File: src/ncr_pkg.sv
// Purpose: constants and types of the common register and retry block
// Assumes: 200 MHz system clock, byte-wide register access port
// Notes:   16-bit registers are big-endian, high byte at the lower offset
package ncr_pkg;
   // ***************
   // register offsets
   // ***************
   localparam logic [15:0] OFS_SOCK_MASK = 16'h0016;
   localparam logic [15:0] OFS_RTR_HI    = 16'h0017;
   localparam logic [15:0] OFS_RTR_LO    = 16'h0018;
   localparam logic [15:0] OFS_RETRY_CNT = 16'h0019;
   localparam logic [15:0] OFS_AUTH_HI   = 16'h001c;
   localparam logic [15:0] OFS_AUTH_LO   = 16'h001d;
   localparam logic [15:0] OFS_AUTH_ALGO = 16'h001e;
   localparam logic [15:0] OFS_REVISION  = 16'h001f;
   localparam logic [15:0] OFS_LCP_ECHO  = 16'h0028;
   localparam logic [15:0] OFS_LCP_MAGIC = 16'h0029;
   localparam logic [15:0] OFS_DLY_HI    = 16'h0030;
   localparam logic [15:0] OFS_DLY_LO    = 16'h0031;
   localparam logic [15:0] OFS_SUMMARY   = 16'h0034;
   localparam logic [15:0] OFS_PHY       = 16'h0035;
   // ***************
   // reset values and fields
   // ***************
   localparam logic [7:0]  RST_RETRY_CNT = 8'h08;
   localparam logic [15:0] RST_RTR       = 16'h07d0;
   localparam logic [7:0]  RST_BYTE      = 8'h00;
   localparam logic [15:0] RST_WORD      = 16'h0000;
   localparam logic [15:0] AUTH_PAP      = 16'hc023;
   localparam logic [15:0] AUTH_CHAP     = 16'hc223;
   localparam int          PHY_LINK_BIT  = 5;
   localparam int          PHY_PD_BIT    = 3;
   localparam int          NUM_SOCK      = 8;
   // ***************
   // timing
   // ***************
   localparam int          CLK_PERIOD_PS = 5000;
   localparam int          RTR_UNIT_US   = 100;
   localparam int          LCP_UNIT_MS   = 25;
   localparam int          RTR_UNIT_CYC  = RTR_UNIT_US * 1000000 / CLK_PERIOD_PS;
   localparam int          LCP_UNIT_CYC  = LCP_UNIT_MS * 1000000 / (CLK_PERIOD_PS / 1000);
   // pll enable: 125 of every 200 system edges, phase accumulator 5/8
   localparam logic [3:0]  PLL_STEP      = 4'h5;
   // ***************
   // types
   // ***************
   typedef enum logic [1:0] {
      NCR_T_IDLE = 2'b01,
      NCR_T_WAIT = 2'b10
   } ncr_tstate_t;
   typedef struct packed {
      logic [15:0] addr;
      logic        wr;
      logic        rd;
      logic [7:0]  wdata;
   } ncr_reg_req_t;
   typedef struct packed {
      logic [NUM_SOCK-1:0] start;
      logic [NUM_SOCK-1:0] ack;
      logic [NUM_SOCK-1:0] tcp;
      logic [NUM_SOCK-1:0] event_set;
      logic [NUM_SOCK-1:0] flags_zeroed;
   } ncr_sock_req_t;
endpackage

File: src/ncr_common_regs.sv
// Purpose: common registers, retry timers, lcp echo timer, interrupt line
// Assumes: byte register port decoded by the serial front end
// Notes:   reads answer one cycle after the read strobe
// Contract
// - retry_count 8 bits, reset 0x08, timeout after count+1
// - tcp timeout closes socket and sets flag
// - arp request resent after each retry_interval
// - arp gives up after retry_count resends
// - tcp segments resent while unacknowledged, bounded
// - tcp wait doubles, capped below 65535 units
// - ppp_auth_type reads agreed method, reset zero
// - ppp_auth_algorithm reads algorithm in use in pppoe mode, zero otherwise
// - lcp echo sent every lcp_echo_interval units of 25 ms
// - lcp_magic_number writable, reset zero, used in lcp
// - chip_revision reads a fixed code
// - reassert delay register 16 bits, reset zero
// - line rises on clear, reasserts after delay+1
// - socket event sets summary bit, masked drives line
// - zeroed socket flags clear summary bit
// - line low while any masked flag set, high for the delay after each clear
// - phy bit 5 reads link state
// - phy bit 3 power-down control, reset 0
// - retry_interval in 100 us units, reset 2000
// - mask bit gates line, not flag
`timescale 1ns/1ps
module ncr_common_regs #(
   parameter int         RTR_CYC  = ncr_pkg::RTR_UNIT_CYC,
   parameter int         LCP_CYC  = ncr_pkg::LCP_UNIT_CYC,
   parameter logic [7:0] REVISION = 8'h5a,  // arbitrary value
   parameter logic [7:0] ECHO_RST = 8'h00
) (
   // clock and reset
   input  wire logic                  i_sys_clk,
   input  wire logic                  i_rst,
   // register port
   input  wire ncr_pkg::ncr_reg_req_t i_reg,
   output logic [7:0]                 o_reg_rdata,
   // socket engines
   input  wire ncr_pkg::ncr_sock_req_t i_sock,
   input  wire logic [15:0]           i_ppp_auth_type,
   input  wire logic [7:0]            i_ppp_auth_algo,
   input  wire logic                  i_pppoe_mode,
   output logic [7:0]                 o_resend,
   output logic [7:0]                 o_timeout,
   output logic [7:0]                 o_sock_close,
   output logic                       o_lcp_echo,
   output logic [7:0]                 o_lcp_magic,
   // pins
   input  wire logic                  i_phy_link,
   output logic                       o_phy_power_down,
   output logic                       o_int_n
);
   import ncr_pkg::*;
   localparam int NS = NUM_SOCK;

   // ***************
   // register file
   // ***************
   logic [7:0]  retry_count, next_retry_count, sock_mask, next_sock_mask;
   logic [15:0] retry_interval, next_retry_interval, reassert_dly, next_reassert_dly;
   logic [7:0]  lcp_echo_interval, next_lcp_echo_interval, lcp_magic, next_lcp_magic;
   logic        phy_pd, next_phy_pd, link_s1, link_s2, link_s3, link, next_link;
   logic [7:0]  rdata, next_rdata;
   logic [7:0]  summary;
   logic        wr;

   assign wr = i_reg.wr;

   always_comb
   begin
      next_retry_count       = retry_count;
      next_sock_mask         = sock_mask;
      next_retry_interval    = retry_interval;
      next_reassert_dly      = reassert_dly;
      next_lcp_echo_interval = lcp_echo_interval;
      next_lcp_magic         = lcp_magic;
      next_phy_pd            = phy_pd;
      next_link              = (link_s2 == link_s3) ? link_s3 : link;
      if (wr)
      begin
         case (i_reg.addr)
            OFS_SOCK_MASK: next_sock_mask = i_reg.wdata;
            OFS_RTR_HI:    next_retry_interval[15:8] = i_reg.wdata;
            OFS_RTR_LO:    next_retry_interval[7:0] = i_reg.wdata;
            OFS_RETRY_CNT: next_retry_count = i_reg.wdata;
            OFS_LCP_ECHO:  next_lcp_echo_interval = i_reg.wdata;
            OFS_LCP_MAGIC: next_lcp_magic = i_reg.wdata;
            OFS_DLY_HI:    next_reassert_dly[15:8] = i_reg.wdata;
            OFS_DLY_LO:    next_reassert_dly[7:0] = i_reg.wdata;
            OFS_PHY:       next_phy_pd = i_reg.wdata[PHY_PD_BIT];
            default:       next_phy_pd = phy_pd;
         endcase
      end
      next_rdata = RST_BYTE;
      if (i_reg.rd)
      begin
         case (i_reg.addr)
            OFS_SOCK_MASK: next_rdata = sock_mask;
            OFS_RTR_HI:    next_rdata = retry_interval[15:8];
            OFS_RTR_LO:    next_rdata = retry_interval[7:0];
            OFS_RETRY_CNT: next_rdata = retry_count;
            OFS_AUTH_HI:   next_rdata = i_ppp_auth_type[15:8];
            OFS_AUTH_LO:   next_rdata = i_ppp_auth_type[7:0];
            OFS_AUTH_ALGO: next_rdata = i_pppoe_mode ? i_ppp_auth_algo : RST_BYTE;
            OFS_REVISION:  next_rdata = REVISION;
            OFS_LCP_ECHO:  next_rdata = lcp_echo_interval;
            OFS_LCP_MAGIC: next_rdata = lcp_magic;
            OFS_DLY_HI:    next_rdata = reassert_dly[15:8];
            OFS_DLY_LO:    next_rdata = reassert_dly[7:0];
            OFS_SUMMARY:   next_rdata = summary;
            OFS_PHY:
            begin
               next_rdata[PHY_LINK_BIT] = link;
               next_rdata[PHY_PD_BIT]   = phy_pd;
            end
            default:       next_rdata = RST_BYTE;
         endcase
      end
   end

   always_ff @(posedge i_sys_clk)
   begin
      link_s1 <= i_phy_link;
      link_s2 <= link_s1;
      link_s3 <= link_s2;
      if (i_rst)
      begin
         retry_count       <= RST_RETRY_CNT;
         sock_mask         <= RST_BYTE;
         retry_interval    <= RST_RTR;
         reassert_dly      <= RST_WORD;
         lcp_echo_interval <= ECHO_RST;
         lcp_magic         <= RST_BYTE;
         phy_pd            <= 1'b0;
         link              <= 1'b0;
         rdata             <= RST_BYTE;
      end
      else
      begin
         retry_count       <= next_retry_count;
         sock_mask         <= next_sock_mask;
         retry_interval    <= next_retry_interval;
         reassert_dly      <= next_reassert_dly;
         lcp_echo_interval <= next_lcp_echo_interval;
         lcp_magic         <= next_lcp_magic;
         phy_pd            <= next_phy_pd;
         link              <= next_link;
         rdata             <= next_rdata;
      end
   end

   // ***************
   // time bases
   // ***************
   logic [31:0] rtr_div, next_rtr_div, lcp_div, next_lcp_div;
   logic [7:0]  echo_cnt, next_echo_cnt;
   logic [2:0]  pll_acc, next_pll_acc;
   logic [3:0]  pll_sum;
   logic        rtr_tick, lcp_tick, pll_en, echo, next_echo;

   assign rtr_tick = (rtr_div == 32'(RTR_CYC - 1));
   assign lcp_tick = (lcp_div == 32'(LCP_CYC - 1));
   assign pll_sum  = {1'b0, pll_acc} + PLL_STEP;
   assign pll_en   = pll_sum[3];

   always_comb
   begin
      next_rtr_div  = rtr_tick ? '0 : rtr_div + 32'h1;
      next_lcp_div  = lcp_tick ? '0 : lcp_div + 32'h1;
      next_pll_acc  = pll_sum[2:0];
      next_echo     = 1'b0;
      next_echo_cnt = echo_cnt;
      if (!i_pppoe_mode || lcp_echo_interval == RST_BYTE)
      begin
         next_echo_cnt = RST_BYTE;
      end
      else if (lcp_tick)
      begin
         // one echo every lcp_echo_interval ticks of 25 ms
         if (echo_cnt >= lcp_echo_interval - 8'h1)
         begin
            next_echo_cnt = RST_BYTE;
            next_echo     = 1'b1;
         end
         else
         begin
            next_echo_cnt = echo_cnt + 8'h1;
         end
      end
   end

   always_ff @(posedge i_sys_clk)
   begin
      if (i_rst)
      begin
         rtr_div  <= '0;
         lcp_div  <= '0;
         pll_acc  <= '0;
         echo_cnt <= RST_BYTE;
         echo     <= 1'b0;
      end
      else
      begin
         rtr_div  <= next_rtr_div;
         lcp_div  <= next_lcp_div;
         pll_acc  <= next_pll_acc;
         echo_cnt <= next_echo_cnt;
         echo     <= next_echo;
      end
   end

   // ***************
   // per-socket retransmission timers
   // ***************
   logic [NS-1:0] resend, timeout, sclose, next_resend, next_timeout, next_sclose;

   for (genvar n = 0; n < NS; n++)
   begin : g_sock
      ncr_tstate_t st, next_st;
      logic [15:0] wcnt, next_wcnt, per, next_per, dbl;
      logic [7:0]  tries, next_tries;

      assign dbl = per[15] ? per : {per[14:0], 1'b0};

      always_comb
      begin
         next_st         = st;
         next_wcnt       = wcnt;
         next_per        = per;
         next_tries      = tries;
         next_resend[n]  = 1'b0;
         next_timeout[n] = 1'b0;
         next_sclose[n]  = 1'b0;
         if (i_sock.ack[n])
         begin
            next_st    = NCR_T_IDLE;
            next_tries = RST_BYTE;
            next_per   = retry_interval;
         end
         else if (i_sock.start[n])
         begin
            next_st    = NCR_T_WAIT;
            next_tries = RST_BYTE;
            next_per   = retry_interval;
            next_wcnt  = retry_interval;
         end
         else
         begin
            case (st)
               NCR_T_IDLE: next_st = NCR_T_IDLE;
               NCR_T_WAIT:
               begin
                  if (rtr_tick && wcnt > 16'h1)
                  begin
                     next_wcnt = wcnt - 16'h1;
                  end
                  else if (rtr_tick)
                  begin
                     if (tries == retry_count)
                     begin
                        next_st         = NCR_T_IDLE;
                        next_timeout[n] = 1'b1;
                        next_sclose[n]  = i_sock.tcp[n];
                     end
                     else
                     begin
                        next_resend[n] = 1'b1;
                        next_tries     = tries + 8'h1;
                        next_per       = i_sock.tcp[n] ? dbl : per;
                        next_wcnt      = i_sock.tcp[n] ? dbl : per;
                     end
                  end
               end
               default: next_st = NCR_T_IDLE;
            endcase
         end
      end

      always_ff @(posedge i_sys_clk)
      begin
         if (i_rst)
         begin
            st    <= NCR_T_IDLE;
            wcnt  <= RST_WORD;
            per   <= RST_RTR;
            tries <= RST_BYTE;
         end
         else
         begin
            st    <= next_st;
            wcnt  <= next_wcnt;
            per   <= next_per;
            tries <= next_tries;
         end
      end
   end

   always_ff @(posedge i_sys_clk)
   begin
      if (i_rst)
      begin
         resend  <= '0;
         timeout <= '0;
         sclose  <= '0;
      end
      else
      begin
         resend  <= next_resend;
         timeout <= next_timeout;
         sclose  <= next_sclose;
      end
   end

   // ***************
   // summary and interrupt line
   // ***************
   logic [7:0]  next_summary, pend, setv;
   logic [16:0] hold, next_hold;
   logic        int_n, next_int_n, cleared_pend;

   // a set in the same cycle as a clear wins
   assign setv         = i_sock.event_set | timeout;
   assign next_summary = (summary & ~i_sock.flags_zeroed) | setv;
   // mask and summary as they will stand, so a cleared mask drops the line at once
   assign pend         = next_summary & next_sock_mask;
   assign cleared_pend = |(summary & sock_mask & i_sock.flags_zeroed & ~setv);

   always_comb
   begin
      next_int_n = int_n;
      next_hold  = hold;
      if (pend == RST_BYTE)
      begin
         next_int_n = 1'b1;
         next_hold  = '0;
      end
      else if (hold != '0)
      begin
         next_int_n = 1'b1;
         if (pll_en)
         begin
            next_hold = hold - 17'h1;
         end
      end
      else if (cleared_pend && !int_n)
      begin
         next_int_n = 1'b1;
         next_hold  = {1'b0, reassert_dly} + 17'h1;
      end
      else
      begin
         next_int_n = 1'b0;
      end
   end

   always_ff @(posedge i_sys_clk)
   begin
      if (i_rst)
      begin
         summary <= RST_BYTE;
         hold    <= '0;
         int_n   <= 1'b1;
      end
      else
      begin
         summary <= next_summary;
         hold    <= next_hold;
         int_n   <= next_int_n;
      end
   end

   assign o_reg_rdata      = rdata;
   assign o_resend         = resend;
   assign o_timeout        = timeout;
   assign o_sock_close     = sclose;
   assign o_lcp_echo       = echo;
   assign o_lcp_magic      = lcp_magic;
   assign o_phy_power_down = phy_pd;
   assign o_int_n          = int_n;
endmodule

File: config.mk
export PLATFORM = sky130hd
export DESIGN_NAME = ncr_common_regs
export DESIGN_NICKNAME = d
export VERILOG_FILES = /design/src/ncr_pkg.sv /design/src/ncr_common_regs.sv
export SDC_FILE = /design/constraint.sdc
export NUM_CORES = 2
export LEC_CHECK = 0
export ABC_CLOCK_PERIOD_IN_PS = 2860
export BUFFER_PORTS_ARGS = -buffer_cell sky130_fd_sc_hd__buf_2
export CORE_AREA = 10 10 271 402
export CTS_CLUSTER_SIZE = 16
export DETAILED_ROUTE_END_ITERATION = 12
export DIE_AREA = 0 0 281 412
export GPL_TIMING_DRIVEN = 0
export SKIP_CTS_REPAIR_TIMING = 1
export SYNTH_ARGS = -nofsm -noshare
export SYNTH_HDL_FRONTEND = slang
export SYNTH_SLANG_ARGS = --single-unit
File: constraint.sdc
create_clock -name i_sys_clk -period 2.86 [get_ports i_sys_clk]
set_clock_uncertainty 0.1 [all_clocks]
set_input_delay 0.572 -clock i_sys_clk [delete_from_list [all_inputs] [get_ports i_sys_clk]]
set_output_delay 0.572 -clock i_sys_clk [all_outputs]
set_load 0.005 [all_outputs]
==> results.py <==
metrics = {
    "final_layout": {
        "drive_gt1_share_pct": 13.5,
        "final_area_mm2": 0.0360,
        "fin_cells": 5319,
        "fillers": 10400,
        "synthToLayoutAreaGrowth_pct": 18.9,
        "nNetsFinal": 4102,
    },
    "worst_setup_path": {
        "r2r_cells": 4,
        "r2r-end": "g_sock[4].wcnt[3]",
        "rrSetupSlack_ps": -170,
        "path_max_fanout": 10,
        "critPathKind": "reg -> reg",
        "startpoint": "retry_interval[3]",
        "cp.required_ps": 3310,
        "worstReg2RegStart": "retry_interval[3]",
        "end_kind": "register",
        "worstSetupEndpoint": "g_sock[4].wcnt[3]",
        "critical_path_arrival_ps": 3480,
        "startpoint_type": "register",
    },
    "drt": {
        "first_pass_iters": 7,
        "vias": 30100,
        "drt.antenna.violating_nets": 0,
        "drt-total-wl_mm": 123,
        "dr.first_iter.drc_count": 2366,
        "wire_per_inst_um": 23.1,
        "drc": 0,
        "via_per_inst": 5.66,
    },
    "place": {
        "hpwl_mm": 89.5,
        "dp.cells": 5176,
        "place_area_mm2": 0.0325,
        "port_buffers": 123,
        "place_congestion": 0.966,
        "dp_slack_ps": -2170,
    },
    "logic_synthesis": {
        "syn_area_per_cell_um2": 8.07,
        "synth_edf_count": 0,
        "synth_cells": 3748,
        "ys_ff_latch": 539,
        "yosys_warnings": 0,
        "async_flop_share_pct": 0,
        "synth_area_leaders": "dfxtp_1, nor2_1, mux2i_1",
        "syn-cell-area_mm2": 0.0302,
        "yosys.area.top_type": "dfxtp_1",
        "yosys.cell_types.count": 84,
        "synth_most_common_cell": "nor2_1",
        "yosys.area.top_type_share_pct": 35.7,
        "synth_seq_area_share_pct": 35.7,
        "synthTopCellsByCount": "nor2_1, dfxtp_1, nand2_1",
        "synthesis.nets": 3882,
        "synth_flop_cell": "dfxtp_1",
    },
    "cts": {
        "tritoncts": "built",
        "cts_buffers": 56,
        "h-tree-depth": 2,
        "cts_root_buf": "clkbuf_16",
        "ctsLongestPathBuffers": 3,
        "clk_pin_slew_worst_paths_ps": 70,
        "numClockSinks": 539,
        "worstSkewPairLatency_ps": 660,
    },
    "timing": {
        "setup_viol": 10,
        "max_slew_margin_pct": -5.38,
        "period_minus_slack_ps": 3030,
        "worst_pin_slew_ps": 1580,
        "max_freq_mhz": 330,
        "rsz0062_at_grt": "true",
        "timing_hold_violations_final": 0,
        "setup-tns-final_ps": -881,
        "drv_slew": 11,
        "setup_slack_ps": -173,
        "post-route-period-util_pct": 106,
    },
    "grt": {
        "grt_use_total_pct": 20.1,
        "grt_max_degree": 15,
        "antenna_found_initial": 6,
        "grt_pass1_wl_mm": 179,
        "grt_overflow_total": 0,
        "grt_pass1_vias": 28900,
    },
    "floorplan": {
        "start_util_pct": 29.8,
        "dieHeight_um": 412,
        "die_w_um": 281,
        "placementRows": 143,
        "num_io_pins": 137,
        "dieArea_mm2": 0.116,
        "core_area_mm2": 0.101,
    },
    "run_status": {
        "violations": "capacitance limit, slew limit, setup timing",
        "status": "complete, but fails checks",
    },
    "pwr": {
        "finalPower_mw": 18.3,
        "power_density_mw_per_mm2": 508,
        "vdd_drop_max_mv": 0.550,
        "leakagePower_nw": 13.0,
    },
    "hold_path": {
        "min_path_type": "in -> reg",
    },
    "flow_run": {
        "drv_cap": 1,
    },
}
-- kinds of logic (layout without fill, tap and decap cells) --
group | count (synthesis) | after routing | share of synthesized area [%]
other | 0 | 3 | 0
adder cells (fa/ha/maj) | 40 | 40 | 1.66
flip-flops | 539 | 539 | 35.7
multiplexers | 176 | 176 | 5.92
buffers and inverters | 349 | 612 | 4.54
XOR/XNOR | 301 | 301 | 8.72
AND/OR/NAND/NOR | 1666 | 1666 | 27.2
AO/OA/AOI/OAI | 677 | 677 | 16.3
-- flip-flops by register name (all words and copies together), names as in the netlist, 3 cells and up --
name,flops
pll_acc,3
g_sock.wcnt,128
o_reg_rdata,8
o_lcp_magic,8
g_sock.tries,64
summary,8
retry_interval,16
g_sock.st,16
o_resend,8
rtr_div,32
reassert_dly,16
g_sock.per,128
o_timeout,8
lcp_div,32
hold,17
lcp_echo_interval,8
retry_count,8
echo_cnt,8
sock_mask,8
o_sock_close,8
-- critical path: stages (launching register included) --
cell      delay (ps)
dfxtp_1          310
clkbuf_1         980
clkbuf_1        1090
nand2_1          110
a311oi_1         350
-- cell type report --
type | instances | area, um2 | area share, %
Tap cell | 1305 | 1630 | 4.54
Antenna cell | 3 | 7.51 | 0.0209
Timing Repair Buffer | 183 | 1110 | 3.10
Inverter | 54 | 203 | 0.564
Multi-Input combinational cell | 2860 | 18900 | 52.6
Sequential cell | 539 | 10800 | 30.0
Clock inverter | 28 | 430 | 1.20
Clock buffer | 73 | 1560 | 4.33
Buffer | 274 | 1310 | 3.64
-- layout by cell type (no fill, tap or decap), drive strengths merged, types with 15 or more instances in the layout --
cell	instances
and3	41
nand2b	44
ha	40
xor2	151
a2111oi	30
a21oi	153
a211o	15
a22oi	16
clkbuf	308
nor2	572
buf	219
nor2b	41
nand4	85
nor3	229
nor4	99
o31ai	25
nand2	260
a311oi	45
xnor2	150
nand3	117
inv	56
or4	23
mux2i	154
mux2	22
o21ai	30
and2	37
a211oi	190
a221oi	75
dfxtp	539
or3	37
or2	16
-- power by group --
part           internal, mW  total, mW  switching (mW)
clock                  4.75       8.22            3.47
sequential             7.69       7.92           0.227
combinational         0.791       2.12            1.33
-- routing by layer --
metal	part of all wire, %	GRT usage [%]
met2	48	34.4
met3	6.6	3.64
met5	0.030	0
met1	37	21.2
met4	9.0	16.8
-- how the worst min path moves through the flow --
| stage | start | endpoint | slack [ps] | cells past startpoint |
|---|---|---|---|---|
| 6_report | i_pppoe_mode | o_lcp_echo | 100 | 2 |
| 5_1_grt | i_pppoe_mode | o_lcp_echo | 90 | 2 |
| 4_1_cts | i_phy_link | link_s1 | -120 | 1 |
| 3_5_place_dp | link_s1 | link_s2 | 260 | 0 |
| 3_3_place_gp | link_s2 | link_s3 | 260 | 0 |
| 2_1_floorplan | link_s1 | link_s2 | 210 | 0 |
-- metrics by stage --
step | hold WS (ps) | utilization (%)
5_1_grt | 91.4 | 35.4
4_1_cts | -120 | 34.0
6_report | 96.2 | 35.5
3_5_place_dp | 259 | 32.1
3_3_place_gp | 258 | 32.0
2_1_floorplan | 210 | -
Note: power is estimated with default switching activity, not from simulation.
